<file path="config.mk">
export PLATFORM = sky130hd
export DESIGN_NAME = albkt_top
export DESIGN_NICKNAME = d
export VERILOG_FILES = /design/src/rtl/albkt_pkg.sv /design/src/rtl/albkt_tick.sv /design/src/rtl/albkt_top.sv
export VERILOG_INCLUDE_DIRS = /design/src /design/src/rtl
export SDC_FILE = /design/constraint.sdc
export NUM_CORES = 1
export LEC_CHECK = 0
export BUFFER_PORTS_ARGS = -buffer_cell sky130_fd_sc_hd__buf_2
export CAP_MARGIN = 20
export CORE_MARGIN = 8
export CORE_UTILIZATION = 49
export DETAILED_ROUTE_END_ITERATION = 12
export GPL_ROUTABILITY_DRIVEN = 0
export GPL_TIMING_DRIVEN = 0
export PLACE_DENSITY = 0.76
export SYNTH_ARGS = -nofsm -noshare
export SYNTH_HDL_FRONTEND = slang
export SYNTH_SLANG_ARGS = --single-unit
</file>
<file path="constraint.sdc">
create_clock -name hclk -period 2 [get_ports hclk]
set_input_delay 0.4 -clock hclk [delete_from_list [all_inputs] [get_ports hclk]]
set_output_delay 0.4 -clock hclk [all_outputs]
set_load 0.05 [all_outputs]
</file>
<file path="src/rtl/albkt_map.svh">
// register indices, field positions, reset values and timing counts
// assumes a 100 MHz system clock; byte address is four times the index
`ifndef ALBKT_MAP_SVH
`define ALBKT_MAP_SVH

// register indices (byte address = index * 4)
`define ALB_IDX_CAPACITY 8'h56
`define ALB_IDX_LEAK 8'h57
`define ALB_IDX_CLEAR_LVL 8'h60
`define ALB_IDX_SET_LVL 8'h61
`define ALB_IDX_STATUS 8'h62
`define ALB_IDX_MASK 8'h63
`define ALB_IDX_LEVEL 8'h64

// reset values
`define ALB_RST_CAPACITY 8'h08
`define ALB_RST_LEAK 2'h1
`define ALB_RST_CLEAR_LVL 8'h00
`define ALB_RST_SET_LVL 8'h06
`define ALB_RST_MASK 3'h0

// status and mask bit positions
`define ALB_ST_RAISED 0
`define ALB_ST_CLEARED 1
`define ALB_ST_FULL 2
`define ALB_ST_WIDTH 3

// level register field: alarm flag position
`define ALB_LVL_ALARM 8

// timing: evaluation cycle and clock period
`define ALB_CYCLE_MS 128
`define ALB_CLK_PERIOD_NS 10
`define ALB_CYCLE_CLKS (`ALB_CYCLE_MS * 1000000 / `ALB_CLK_PERIOD_NS)

`endif

</file>
<file path="src/rtl/albkt_pkg.sv">
// types shared by the leaky bucket activity monitor
// assumes the map header carries all numeric constants
package albkt_pkg;

  // software configuration of one bucket
  typedef struct packed {
    logic [7:0] capacity;
    logic [7:0] clear_lvl;
    logic [7:0] set_lvl;
    logic [1:0] leak_rate;
  } albkt_cfg_type;

  // inactivity alarm state
  typedef enum logic {
    ALB_QUIET,
    ALB_ALARMED
  } albkt_alarm_type;

endpackage

</file>
<file path="src/rtl/albkt_tick.sv">
// evaluation cycle timer: one-cycle pulse every cycle_clks clocks
// assumes hclk runs freely; hresetn asynchronous, active low
module albkt_tick #(
  parameter int unsigned CYCLE_CLKS = 12800000
)
(
  // clock and reset
  input wire logic hclk,
  input wire logic hresetn,
  // evaluation tick
  output logic tick
);

  logic [23:0] cnt_q;

  // free-running divider; the pulse is taken at the last count
  always_ff @(posedge hclk or negedge hresetn)
  begin
    if (!hresetn)
      cnt_q <= 24'h000000;
    else if (cnt_q == 24'(CYCLE_CLKS - 1))
      cnt_q <= 24'h000000;
    else
      cnt_q <= cnt_q + 24'h000001;
  end

  assign tick = (cnt_q == 24'(CYCLE_CLKS - 1));

endmodule

</file>
<file path="src/rtl/albkt_top.sv">
// leaky bucket activity monitor for one watched clock input
// assumes an ahb-lite master, fail/erratic flags synchronous to hclk
//
// Behaviour
// - accumulator changes only on the 128 ms evaluation tick.
// - a cycle with a failure or erratic event adds one.
// - each quiet run of 1, 2, 4 or 8 cycles subtracts one.
// - the 8-bit capacity caps the accumulator; it never counts past it.
// - reaching the lower level clears the inactivity alarm.
// - leak code 00..11 means 128/256/512/1024 ms; reset code is 01.
//
// Local design decision: the AHB-Lite slave port.
`include "albkt_map.svh"

module albkt_top #(
  parameter int unsigned CYCLE_CLKS = `ALB_CYCLE_CLKS
)
(
  // clock and reset
  input wire logic hclk,
  input wire logic hresetn,
  // ahb-lite slave
  input wire logic hsel,
  input wire logic [31:0] haddr,
  input wire logic [1:0] htrans,
  input wire logic hwrite,
  input wire logic [2:0] hsize,
  input wire logic [31:0] hwdata,
  input wire logic hready,
  output logic hreadyout,
  output logic hresp,
  output logic [31:0] hrdata,
  // watched input status
  input wire logic input_failed,
  input wire logic input_erratic,
  // alarm and interrupt
  output logic alarm,
  output logic irq
);

  albkt_pkg::albkt_cfg_type cfg_q;
  albkt_pkg::albkt_alarm_type alarm_q;
  logic [7:0] acc_q;
  logic [2:0] run_q;
  logic hit_seen_q;
  logic [`ALB_ST_WIDTH-1:0] status_q;
  logic [`ALB_ST_WIDTH-1:0] mask_q;
  logic [`ALB_ST_WIDTH-1:0] set_ev;
  logic wr_q;
  logic rd_q;
  logic [7:0] idx_q;
  logic tick;
  logic hit;
  logic run_end;
  logic full_hit;
  logic [2:0] run_last;

  // evaluation cycle timer
  albkt_tick #(
    .CYCLE_CLKS(CYCLE_CLKS)
  )
  u_tick (
    .hclk(hclk),
    .hresetn(hresetn),
    .tick(tick)
  );

  // ---------------- bus slave ----------------
  // zero wait states: every transfer completes in its first data cycle
  assign hreadyout = 1'b1;
  assign hresp = 1'b0;

  // capture the address phase
  always_ff @(posedge hclk or negedge hresetn)
  begin
    if (!hresetn)
    begin
      wr_q <= 1'b0;
      rd_q <= 1'b0;
      idx_q <= 8'h00;
    end
    else if (hready)
    begin
      wr_q <= hsel && htrans[1] && hwrite;
      rd_q <= hsel && htrans[1] && !hwrite;
      idx_q <= haddr[9:2];
    end
  end

  // configuration writes
  always_ff @(posedge hclk or negedge hresetn)
  begin
    if (!hresetn)
    begin
      cfg_q.capacity <= `ALB_RST_CAPACITY;
      cfg_q.clear_lvl <= `ALB_RST_CLEAR_LVL;
      cfg_q.set_lvl <= `ALB_RST_SET_LVL;
      cfg_q.leak_rate <= `ALB_RST_LEAK;
      mask_q <= `ALB_RST_MASK;
    end
    else if (wr_q)
    begin
      case (idx_q)
        `ALB_IDX_CAPACITY: cfg_q.capacity <= hwdata[7:0];
        `ALB_IDX_LEAK: cfg_q.leak_rate <= hwdata[1:0];
        `ALB_IDX_CLEAR_LVL: cfg_q.clear_lvl <= hwdata[7:0];
        `ALB_IDX_SET_LVL: cfg_q.set_lvl <= hwdata[7:0];
        `ALB_IDX_MASK: mask_q <= hwdata[`ALB_ST_WIDTH-1:0];
        default: ;
      endcase
    end
  end

  // read mux over flip-flops; unmapped indices read zero
  always_comb
  begin
    hrdata = 32'h00000000;
    if (rd_q)
    begin
      case (idx_q)
        `ALB_IDX_CAPACITY: hrdata[7:0] = cfg_q.capacity;
        `ALB_IDX_LEAK: hrdata[1:0] = cfg_q.leak_rate;
        `ALB_IDX_CLEAR_LVL: hrdata[7:0] = cfg_q.clear_lvl;
        `ALB_IDX_SET_LVL: hrdata[7:0] = cfg_q.set_lvl;
        `ALB_IDX_STATUS: hrdata[`ALB_ST_WIDTH-1:0] = status_q;
        `ALB_IDX_MASK: hrdata[`ALB_ST_WIDTH-1:0] = mask_q;
        `ALB_IDX_LEVEL:
        begin
          hrdata[7:0] = acc_q;
          hrdata[`ALB_LVL_ALARM] = (alarm_q == albkt_pkg::ALB_ALARMED);
        end
        default: hrdata = 32'h00000000;
      endcase
    end
  end

  // ---------------- bucket ----------------
  // a short glitch anywhere in the cycle still counts as a hit
  assign hit = hit_seen_q || input_failed || input_erratic;

  // quiet run length minus one: 0, 1, 3 or 7 cycles
  assign run_last = 3'((4'h1 << cfg_q.leak_rate) - 4'h1);
  assign run_end = (run_q == run_last);
  assign full_hit = tick && hit && (acc_q >= cfg_q.capacity);

  // hit memory for the running evaluation cycle
  always_ff @(posedge hclk or negedge hresetn)
  begin
    if (!hresetn)
      hit_seen_q <= 1'b0;
    else if (tick)
      hit_seen_q <= 1'b0;
    else if (input_failed || input_erratic)
      hit_seen_q <= 1'b1;
  end

  // quiet run counter, restarted by any hit
  always_ff @(posedge hclk or negedge hresetn)
  begin
    if (!hresetn)
      run_q <= 3'h0;
    else if (tick)
    begin
      if (hit || run_end)
        run_q <= 3'h0;
      else
        run_q <= run_q + 3'h1;
    end
  end

  // accumulator: fill, saturate, leak; touched only on the tick
  always_ff @(posedge hclk or negedge hresetn)
  begin
    if (!hresetn)
      acc_q <= 8'h00;
    else if (tick)
    begin
      if (hit)
      begin
        if (acc_q < cfg_q.capacity)
          acc_q <= acc_q + 8'h01;
        else
          acc_q <= cfg_q.capacity;
      end
      else if (run_end && acc_q != 8'h00)
        acc_q <= acc_q - 8'h01;
    end
  end

  // alarm with hysteresis; set wins if the levels are crossed over
  always_ff @(posedge hclk or negedge hresetn)
  begin
    if (!hresetn)
      alarm_q <= albkt_pkg::ALB_QUIET;
    else
    begin
      case (alarm_q)
        albkt_pkg::ALB_QUIET:
          if (acc_q >= cfg_q.set_lvl)
            alarm_q <= albkt_pkg::ALB_ALARMED;
        albkt_pkg::ALB_ALARMED:
          if (acc_q <= cfg_q.clear_lvl && acc_q < cfg_q.set_lvl)
            alarm_q <= albkt_pkg::ALB_QUIET;
        default: alarm_q <= albkt_pkg::ALB_QUIET;
      endcase
    end
  end

  assign alarm = (alarm_q == albkt_pkg::ALB_ALARMED);

  // ---------------- interrupts ----------------
  always_comb
  begin
    set_ev = '0;
    set_ev[`ALB_ST_RAISED] = (alarm_q == albkt_pkg::ALB_QUIET) &&
      (acc_q >= cfg_q.set_lvl);
    set_ev[`ALB_ST_CLEARED] = (alarm_q == albkt_pkg::ALB_ALARMED) &&
      (acc_q <= cfg_q.clear_lvl) && (acc_q < cfg_q.set_lvl);
    set_ev[`ALB_ST_FULL] = full_hit;
  end

  // sticky status, write one to clear; a new event beats the clear
  always_ff @(posedge hclk or negedge hresetn)
  begin
    if (!hresetn)
      status_q <= '0;
    else if (wr_q && idx_q == `ALB_IDX_STATUS)
      status_q <= (status_q & ~hwdata[`ALB_ST_WIDTH-1:0]) | set_ev;
    else
      status_q <= status_q | set_ev;
  end

  assign irq = |(status_q & mask_q);

  // ---------------- checks ----------------
  a_acc_tick_only: assert property (
    @(posedge hclk) disable iff (!hresetn)
    !tick |=> $stable(acc_q))
    else $error("accumulator moved without an evaluation tick");

  a_fill_one: assert property (
    @(posedge hclk) disable iff (!hresetn)
    tick && hit && acc_q < cfg_q.capacity |=> acc_q == $past(acc_q) + 8'h01)
    else $error("hit cycle did not add one");

  a_leak_one: assert property (
    @(posedge hclk) disable iff (!hresetn)
    tick && !hit && run_end && acc_q != 8'h00
      |=> acc_q == $past(acc_q) - 8'h01)
    else $error("quiet run did not subtract one");

  a_cap_hold: assert property (
    @(posedge hclk) disable iff (!hresetn)
    tick && hit && acc_q >= cfg_q.capacity |=> acc_q == $past(cfg_q.capacity))
    else $error("accumulator passed its capacity");

  a_leak_wait: assert property (
    @(posedge hclk) disable iff (!hresetn)
    tick && !hit && cfg_q.leak_rate == 2'h3 && run_q == 3'h6
      |=> $stable(acc_q) && run_q == 3'h7)
    else $error("slowest leak code subtracted early");

  a_alarm_clear: assert property (
    @(posedge hclk) disable iff (!hresetn)
    alarm && acc_q <= cfg_q.clear_lvl && acc_q < cfg_q.set_lvl
      |=> !alarm ##0 status_q[`ALB_ST_CLEARED])
    else $error("alarm not cleared at lower level");

  a_alarm_raise: assert property (
    @(posedge hclk) disable iff (!hresetn)
    acc_q >= cfg_q.set_lvl |=> alarm)
    else $error("alarm not raised at upper level");

  a_alarm_hold: assert property (
    @(posedge hclk) disable iff (!hresetn)
    alarm && acc_q > cfg_q.clear_lvl |=> alarm)
    else $error("alarm dropped above lower level");

  // a hit on a full bucket must leave a trace for software
  a_full_flag: assert property (
    @(posedge hclk) disable iff (!hresetn)
    full_hit |=> status_q[`ALB_ST_FULL])
    else $error("hit on a full bucket not flagged");

  // only a status clear or a mask change may drop the interrupt
  a_irq_sticky: assert property (
    @(posedge hclk) disable iff (!hresetn)
    irq && !(wr_q && (idx_q == `ALB_IDX_STATUS || idx_q == `ALB_IDX_MASK))
      |=> irq)
    else $error("interrupt dropped without a clear or mask write");

  a_quiet_restart: assert property (
    @(posedge hclk) disable iff (!hresetn)
    tick && hit |=> run_q == 3'h0)
    else $error("hit did not restart the quiet run");

  // the bucket must not wrap below empty on a leak
  a_leak_floor: assert property (
    @(posedge hclk) disable iff (!hresetn)
    tick && !hit && acc_q == 8'h00 |=> acc_q == 8'h00)
    else $error("empty bucket leaked below zero");

  a_raise_status: assert property (
    @(posedge hclk) disable iff (!hresetn)
    $rose(alarm) |-> status_q[`ALB_ST_RAISED])
    else $error("alarm raised without its status bit");

endmodule

</file>
==> results of run 1 <==
[power by group through the flow]
stage	registers [uW]	clock network, uW	logic, uW
final	1730	1360	632
after CTS	1720	1370	555
after global routing	1730	1440	676
after detailed placement	1750	0	464
after global placement	1750	0	441
after floorplan	1730	0	342
[kinds of logic (layout without fill, tap and decap cells)]
family,Yosys count,after routing,synth area share
fa+ha+maj,29,29,0.07411
compound gates,89,89,0.1232
flops,79,79,0.4048
mux,44,44,0.09967
buf+inv,74,181,0.07948
other cells,2,25,0.001534
simple gates,158,158,0.1761
xor+xnor,23,23,0.04114
[Yosys cell counts, drive strengths merged (9+ instances only)]
| master | instances |
|---|---|
| o21ai | 16 |
| buf | 30 |
| xnor2 | 16 |
| nor3 | 16 |
| nand3 | 19 |
| a21oi | 26 |
| clkbuf | 9 |
| mux2 | 38 |
| inv | 35 |
| nand4 | 15 |
| dfrtp | 75 |
| nand2 | 34 |
| nor2 | 36 |
| ha | 29 |
[final timing paths]
check	slack [ns]	cells past startpoint	to
worst max-delay path	-0.64	7	hrdata[4]
worst min-delay path	0.26	2	idx_q[2]$_DFFE_PN0P_
worst max register to register	-0.15	7	cfg_q[7]$_DFFE_PN0P_
worst min register to register	0.50	1	u_tick.cnt_q[19]$_DFF_PN0_
max in group asynchronous	0.91	3	cfg_q[0]$_DFFE_PN1P_
min in group asynchronous	0.45	2	cfg_q[8]$_DFFE_PN0P_
[per-stage QoR]
| stage | util | power, uW | TNS [ns] | setup WS [ns] |
|---|---|---|---|---|
| after global routing | 0.6921 | 3844 | -9.015 | -0.6939 |
| after CTS | 0.6584 | 3642 | -6.861 | -0.7103 |
| after global placement | 0.5595 | 2186 | -13.97 | -0.6810 |
| after detailed placement | 0.5626 | 2213 | -16.52 | -0.6898 |
| final | 0.6921 | 3722 | -6.698 | -0.6374 |
| after floorplan | - | 2076 | -1.984 | -0.2619 |
[sequential cells by signal, summed over array words and instances (netlist names)]
name / count
mask_q: 3
cfg_q: 26
hit_seen_q: 1
rd_q: 1
run_q: 3
wr_q: 1
u_tick.cnt_q: 24
acc_q: 8
idx_q: 8
status_q: 3
alarm: 1
[cells in the final DEF, fill, tap and decap left out, types with 6 or more instances in the layout]
master    count
nor3_1        6
mux2_2       36
nor2_4        7
buf_4        69
buf_8         9
a22o_1        6
buf_6        12
dfrtp_1      64
ha_1         24
nor3_2        6
nand4_1      14
xor2_1        7
clkbuf_8      9
dfrtp_2      11
nor2_1       28
nand3_1      19
a21oi_2      10
mux2i_1       6
nand2_1      29
o21ai_0       9
a21oi_1      12
buf_2        24
conb_1       25
xnor2_1      16
inv_1        31
[cell type report]
cell class                      instances  area (sq um)  share of cell area
Multi-Input combinational cell        368          3132              0.4651
Sequential cell                        79          1996              0.2964
Timing Repair Buffer                   93         820.8              0.1219
Buffer                                 37         265.3             0.03939
Tap cell                              133         166.4             0.02471
Inverter                               35         135.1             0.02007
Clock buffer                           10         127.6             0.01895
Clock inverter                          6         91.34             0.01356
[critical path, delay by kind of cell (launching register included)]
kind | cells | cell delay [ns]
AND/OR/NAND/NOR | 4 | 1.00
flip-flops | 1 | 0.41
AO/OA/AOI/OAI | 2 | 0.29
buffers and inverters | 1 | 0.17
[what timing repair did]
| action | 4_1_cts | 5_1_grt |
|---|---|---|
| hold buffers | 1 | 0 |
| pin swaps | 27 | 35 |
| hold endpoints to repair | 14 | 0 |
| endpoints found under the setup margin | 58 | 52 |
| setup buffers | 37 | 22 |
| cloned | 1 | 0 |
| gates resized for setup | 86 | 53 |
[layer usage]
layer  wire length (microns)  part of all wire  vias to the layer above
li1                        -                 -                     1998
met1                    5411              0.38                     2165
met2                    7328              0.52                      208
met3                     930             0.065                       63
met4                     556             0.039                        0
met5                       0                 0                        -
==> results.yml, run 1 <==
worst_setup_path:
  cpPeakStageDelay_ns: 0.41
  worstPathCellList: "nand4bb_4 > or3_4 > nor2_4 > and2_4 > a222oi_1 > a21oi_4 > buf_6"
  r2r-start: "idx_q[7]$_DFFE_PN0P_"
  worst_setup_path_start_kind: "flop"
  path_class: "flop to output pin"
  cp_max_fo: 7
  worstSetupStartpoint: "idx_q[7]$_DFFE_PN0P_"
  arrival_ns: 2.24
  cp-end-kind: "output pin"
  required_ns: 1.60
  critical-path-slowest-cell: "dfrtp_1"
yosys:
  synth_top_area_share: 0.3833
  synth_edf_count: 0
  synth-main-ff-cell: "dfrtp_1"
  synthTopCellsByArea: "dfrtp_1 38%, mux2_2 8.3%, ha_1 7.4%, buf_4 3.8%, xnor2_1 2.9%"
  yosysTopAreaCell: "dfrtp_1"
  synth-async-reset-ratio: 1.000
  synth_area_sq_um: 4896
  ys_warn_count: 0
  yosysUniqueCellTypes: 64
  synth-seq-cells: 79
  yosysSeqAreaShare: 0.4048
  syn_area_per_cell_sq_um: 9.831
  synthCells: 498
placed_design:
  place_area_sq_um: 5474
  place.port_buffers: 34
  dp_hpwl_microns: 8657
  numPlacedInstances: 689
routing:
  drt_pass1_iterations: 5
  vias: 4434
  wirelength_microns: 14230
  drc: 0
  wl_per_cell_microns: 18.70
  postRouteAntennaNets: 0
  viasPerCell: 5.827
  drtIter0Drc: 236
timing:
  min_period_ns: 2.637
  slew_violations: 0
  worstMarginPinSlew_ns: 0.7089
  setup_viol: 28
  hold_ws_ns: 0.2579
  fin_skew_ns: 0.01696
  rsz0062_at_grt: "true"
  finalCritPeriodShare: 1.319
  relSlewSlack: 0.5274
  setup_ws_ns: -0.6374
  max_freq_ghz: 0.3792
  hold_violations: 0
clocking:
  cts_tree: "built"
  clockBufferDepth: 2
  cts_buffers: 9
  clkTransAtPathRegs_ns: 0.10
  htreeDepth: 3
  cts.sinks: 79
  clock_latency_ns: 0.37
  cts_root_buf: "clkbuf_8"
floorplanning:
  die-width_microns: 116.0
  row_count: 36
  core-area_sq_um: 9729
  pin_count: 112
  start_util: 0.5032
  die_h_microns: 116.0
  die_area_sq_um: 13450
pwr:
  p_switching_uw: 1087
  power_frac_seq: 0.463
  power_leakage_uw: 0.002996
  worst_ir_drop_vdd_uv: 357.8
  power.share.clock: 0.367
  p_int_uw: 2635
  power_density_nw_per_um2: 552.7
  p_comb_frac: 0.170
  p_sw_frac: 0.2921
grt:
  grt_overflow: 0
  grt.total_usage: 0.2045
  antenna_found_initial: 0
  met1_usage: 0.2290
  grt_use_met3: 0.03856
  grt_max_degree: 66
  grt_pass1_wl_microns: 21740
  grt_pass1_vias: 4457
  top_usage_layer: "met2"
  grtUsageMet2: 0.3692
min_path:
  worstHoldStart: "haddr[4]"
  hold_path.class: "primary input to flop"
cells_and_area:
  antenna_cells: 0
  final_cells: 761
  post_route_cells_drive_above_1_share: 0.4315
  fin_nets: 728
  fillers: 668
  syn_to_final_growth_pct: 37.54
  finalInstanceArea_sq_um: 6734
flow_run:
  maxCapViolations: 0
outcome:
  outcome: "finished, violations left"
  violations: "negative setup slack"
Note: power is estimated with default switching activity, not from simulation.
==> run 2, diff against run 1 <==
--- a/config.mk
+++ b/config.mk
@@ -6,7 +6,7 @@
 export SDC_FILE = /design/constraint.sdc
 export NUM_CORES = 1
 export LEC_CHECK = 0
-export BUFFER_PORTS_ARGS = -buffer_cell sky130_fd_sc_hd__buf_2
+export BUFFER_PORTS_ARGS = -buffer_cell sky130_fd_sc_hd__clkbuf_2
 export CAP_MARGIN = 20
 export CORE_MARGIN = 8
 export CORE_UTILIZATION = 49
==> run 2 against run 1 <==
Net effect:
- the flow still finishes with violations (negative setup slack)
- routed wire length rose by 6.4%
- first-iteration DRC count grew 53%
- register-to-register slack got worse by 0.20 ns
- power up 1.2%
- cell area increased by 1.2%
==> results.yml, run 2 (same netlist as run 1, synthesis figures left out) <==
outcome:
  outcome: "finished, violations left"
  violations: "negative setup slack"
routing:
  wirelength_microns: 15140
  drc: 0
  postRouteAntennaNets: 0
  wl_met2_microns: 7635
  top_layer_used: "met4"
  wirelength_met1_microns: 5607
  drtIter0Drc: 361
  viasPerCell: 5.922
  vias: 4572
  drt_pass1_iterations: 5
  wl_met3_microns: 1052
  wl_per_cell_microns: 19.61
floorplanning:
  start_util: 0.5032
  pin_count: 112
  row_count: 36
  die_h_microns: 116.0
  die_area_sq_um: 13450
  die-width_microns: 116.0
  core-area_sq_um: 9729
timing:
  rsz0062_at_grt: "true"
  fin_skew_ns: 0.01396
  setup_ws_ns: -0.6943
  setup_viol: 35
  min_period_ns: 2.694
  hold_violations: 0
  worstMarginPinSlew_ns: 0.7658
  finalCritPeriodShare: 1.347
  relSlewSlack: 0.4895
  max_freq_ghz: 0.3712
  slew_violations: 0
cells_and_area:
  fin_nets: 739
  post_route_cells_drive_above_1_share: 0.4476
  largest_register_ffs: 26
  reg_top3: "cfg_q: 26 flops, u_tick.cnt_q: 24 flops"
  final_cells: 772
  fillers: 659
  final_cell_mix: "82 x buf_4, 64 x dfrtp_1, 35 x mux2_2, 32 x inv_1"
  syn_to_final_growth_pct: 39.13
  multi_input_area_sq_um: 3137
  finalInstanceArea_sq_um: 6812
  antenna_cells: 0
  final_common_cell: "buf_4"
  top_register: "cfg_q"
  regArea_sq_um: 1996
pwr:
  power_frac_seq: 0.457
  p_int_uw: 2637
  fin_total_pwr_uw: 3768
  power_density_nw_per_um2: 553.2
  p_switching_uw: 1131
  p_sw_frac: 0.3002
  power.share.clock: 0.379
  worst_ir_drop_vdd_uv: 401.2
  power_leakage_uw: 0.003020
  p_comb_frac: 0.164
placed_design:
  place.port_buffers: 34
  dp_hpwl_microns: 8612
  numPlacedInstances: 689
  preCtsSetupSlack_ns: -0.7234
  place_area_sq_um: 5474
worst_setup_path:
  r2r-end: "cfg_q[11]$_DFFE_PN0P_"
  cp-end-kind: "output pin"
  r2r-start: "idx_q[4]$_DFFE_PN0P_"
  worst_setup_path_start_kind: "flop"
  rrSetupSlack_ns: -0.35
  worstSetupStartpoint: "idx_q[3]$_DFFE_PN0P_"
  r2r_cells: 10
  arrival_ns: 2.29
  cp_max_fo: 5
  required_ns: 1.60
  path_class: "flop to output pin"
clocking:
  cts.sinks: 79
  clkTransAtPathRegs_ns: 0.09
  htreeDepth: 3
  cts_root_buf: "clkbuf_8"
  clock_latency_ns: 0.37
  cts_tree: "built"
  clockBufferDepth: 2
  cts_buffers: 9
min_path:
  holdPathStages: 2
  hold_path.class: "primary input to flop"
  holdPathEnd: "idx_q[6]$_DFFE_PN0P_"
  worstHoldStart: "haddr[8]"
grt:
  grt_pass1_vias: 4599
  grt_max_degree: 66
  grt_overflow: 0
  grt.total_usage: 0.2111
  grt_pass1_wl_microns: 22340
  antenna_found_initial: 0
flow_run:
  maxCapViolations: 0
==> run 2: worst max-delay path by stage <==
stage | to | cells past startpoint
floorplan | hrdata[0] | 5
global placement | hrdata[0] | 6
global route | hrdata[2] | 8
detailed placement | hrdata[0] | 6
finish | hrdata[2] | 8
CTS | hrdata[4] | 9
==> run 2: worst max-delay path, cell delays in order (launching register included) <==
cell and delay [ns]:
dfrtp_2 0.44, or3b_4 0.45, nor3_4 0.26, clkbuf_8 0.23
nand2_1 0.08, o21ai_2 0.11, a221oi_4 0.08, nor2_4 0.14
buf_8 0.15
==> run 2: area by class of cell <==
class,instances,share of cell area
plain buffers,36,0.03839
flip-flops and latches,79,0.2930
repair buffers,105,0.1289
well taps,133,0.02443
clock inverters,7,0.01653
inverters,35,0.02002
multi-input cells,368,0.4605
clock buffers,9,0.01819
==> run 2: per-layer routing <==
metal  up-vias  GRT usage
met5         -          0
met4         0     0.1124
met2       236     0.3719
li1       2020          -
met1      2230     0.2351
met3        86    0.04221
==> run 2: stage by stage <==
stage / utilization / hold slack, ns / TNS, ns
2_1_floorplan: - / 0.1044 / -1.984
3_3_place_gp: 0.5595 / 0.4647 / -29.24
3_5_place_dp: 0.5626 / 0.3117 / -16.57
4_1_cts: 0.6575 / 0.2679 / -9.184
5_1_grt: 0.7001 / 0.2631 / -11.60
6_report: 0.7001 / 0.2686 / -9.129
==> run 2: power by group through the flow <==
stage	sequential, uW	clock (uW)	combinational (uW)
after floorplan	1730	0	342
after global placement	1750	0	441
after detailed placement	1750	0	462
after CTS	1710	1420	536
after global routing	1730	1490	659
final	1720	1430	618
==> run 2: what timing repair did <==
item / CTS / global route
pin swaps: 24 / 38
resized for setup: 80 / 64
gates cloned: 2 / 0
buffers inserted: 41 / 27
endpoints found under the hold margin: 14 / 0
hold buffers: 1 / 0
endpoints found under the setup margin: 58 / 50
==> run 3, diff against run 2 <==
--- a/config.mk
+++ b/config.mk
@@ -12,7 +12,6 @@
 export CORE_UTILIZATION = 49
 export DETAILED_ROUTE_END_ITERATION = 12
 export GPL_ROUTABILITY_DRIVEN = 0
-export GPL_TIMING_DRIVEN = 0
 export PLACE_DENSITY = 0.76
 export SYNTH_ARGS = -nofsm -noshare
 export SYNTH_HDL_FRONTEND = slang
==> run 3 against run 2 <==
Net effect:
- the flow still finishes with violations (negative setup slack)
- first-iteration DRC count shrank 34%
- register-to-register slack gained 0.21 ns
- non-clock buffer count shrank 13
- cell area shrank 0.66%
- clock power shrank 9%
- routed wire length shrank 1.1%
- global-route usage shrank 0.85 points
- worst setup slack gained 0.054 ns
- sequential share of layout area is essentially flat
- power shrank 3.3%
- largest power group unchanged
==> results.yml, run 3 (same netlist as run 1, synthesis figures left out) <==
placed_design:
  dp_hpwl_microns: 9242
  place.port_buffers: 34
  place_area_sq_um: 5871
  preCtsSetupSlack_ns: -0.3490
worst_setup_path:
  worstPathCellList: "buf_4 > nand4b_1 > nor4b_2 > buf_4 > nand2_1 > nor2_2 > a21oi_2 > a21oi_4 > buf_12"
  path_class: "flop to output pin"
  cpMostUsedCell: "buf_4"
  critical-path-slowest-cell: "dfrtp_1"
  required_ns: 1.60
  cp-end-kind: "output pin"
  cp_max_fo: 6
  critPathBufInv: 3
  arrival_ns: 2.24
  cpPeakStageDelay_ns: 0.39
  worst_setup_path_start_kind: "flop"
  path_delay_family: "simple AND/OR/NAND/NOR gates"
pwr:
  p_switching_uw: 1136
  power_density_nw_per_um2: 538.5
  p_sw_frac: 0.3117
  power_leakage_uw: 0.002996
  power_frac_seq: 0.471
  power.share.clock: 0.358
  p_int_uw: 2508
  p_comb_frac: 0.171
  worst_ir_drop_vdd_uv: 361.4
clocking:
  clock_latency_ns: 0.36
  cts_buffers: 9
  htreeDepth: 3
  cts_tree: "built"
  cts.sinks: 79
  cts_root_buf: "clkbuf_8"
  clockBufferDepth: 2
  clkTransAtPathRegs_ns: 0.10
floorplanning:
  pin_count: 112
  die-width_microns: 116.0
  core-area_sq_um: 9729
  die_h_microns: 116.0
  row_count: 36
  die_area_sq_um: 13450
  start_util: 0.5032
timing:
  fin_skew_ns: 0.01192
  worstMarginPinSlew_ns: 0.5062
  setup_viol: 34
  slew_violations: 0
  max_freq_ghz: 0.3787
  setup_ws_ns: -0.6407
  rsz0062_at_grt: "true"
  finalCritPeriodShare: 1.320
  setup_tns_ns: -7.062
  min_period_ns: 2.641
  relSlewSlack: 0.6605
  hold_violations: 0
outcome:
  outcome: "finished, violations left"
  violations: "negative setup slack"
cells_and_area:
  post_route_cells_drive_above_1_share: 0.4265
  final_cell_mix: "74 x dfrtp_1, 74 x buf_4, 36 x mux2_2, 33 x inv_1, 30 x nand2_1"
  largest_register_ffs: 26
  top_register: "cfg_q"
  postLayoutCoreUtil: 0.6955
  finalInstanceArea_sq_um: 6766
  fin_nets: 726
  reg_top3: "cfg_q: 26 flops, u_tick.cnt_q: 24 flops"
  antenna_cells: 0
  syn_to_final_growth_pct: 38.21
routing:
  drtIter0Drc: 239
  vias: 4466
  postRouteAntennaNets: 0
  drt_pass1_iterations: 5
  wl_per_cell_microns: 19.72
  viasPerCell: 5.884
  wirelength_microns: 14970
  drc: 0
grt:
  antenna_found_initial: 0
  grt_overflow: 0
  grt.total_usage: 0.2026
  grt_pass1_vias: 4491
  grt_max_degree: 38
  grt_pass1_wl_microns: 21910
min_path:
  hold_path.class: "primary input to flop"
flow_run:
  maxCapViolations: 0
## run 3: cell types whose count changed in the layout (fill, tap and decap cells not counted), sizes merged
| cell | before | now |
|---|---|---|
| bufinv | 2 | 1 |
| inv | 37 | 39 |
| buf | 108 | 104 |
| clkinvlp | 1 | 0 |
| clkbuf | 41 | 32 |
## run 3: power by group through the flow
stage / combinational (uW) / sequential [uW] / clock [uW]
finish: 622 / 1720 / 1300
global route: 662 / 1720 / 1380
CTS: 547 / 1710 / 1300
detailed placement: 498 / 1730 / 0
global placement: 481 / 1730 / 0
floorplan: 342 / 1730 / 0
## run 3: final timing paths
check / startpoint / endpoint / slack, ns / cells after the start
max: idx_q[7]$_DFFE_PN0P_ / hrdata[1] / -0.64 / 9
min: haddr[4] / idx_q[2]$_DFFE_PN0P_ / 0.26 / 2
max reg2reg: cfg_q[21]$_DFFE_PN1P_ / acc_q[5]$_DFFE_PN0P_ / -0.14 / 9
min reg2reg: u_tick.cnt_q[6]$_DFF_PN0_ / u_tick.cnt_q[6]$_DFF_PN0_ / 0.50 / 1
max in group asynchronous: hresetn / cfg_q[4]$_DFFE_PN1P_ / 0.87 / 3
min in group asynchronous: hresetn / cfg_q[8]$_DFFE_PN0P_ / 0.46 / 2
## run 3: per-stage QoR
stage / power, uW / hold slack [ns] / std cells
CTS: 3553 / 0.2647 / 746
global route: 3762 / 0.2650 / 759
floorplan: 2076 / 0.1044 / 521
global placement: 2210 / 0.3068 / 719
detailed placement: 2231 / 0.3133 / 719
finish: 3644 / 0.2630 / 759
## run 3: routing by layer
metal	vias to the layer above	part of all wire	GRT usage
li1	2000	-	-
met1	2230	0.39	0.2381
met2	184	0.52	0.3630
met3	52	0.053	0.03804
met4	0	0.036	0.06396
met5	-	0	0
## run 3: area by class of cell
cell class / count / area [sq um]
clock inverters: 7 / 87.58
flip-flops and latches: 79 / 1983
fillers: 634 / 2963
multi-input cells: 368 / 3133
clock buffers: 9 / 123.9
repair buffers: 128 / 1141
well taps: 133 / 166.4
inverters: 35 / 131.4
## run 3: repair_timing
action,CTS,global route
hold buffers,1,0
hold endpoints to repair,20,0
buffers inserted,11,15
endpoints found under the setup margin,33,49
resized for setup,45,63
pin swaps,27,30
cloned,0,0
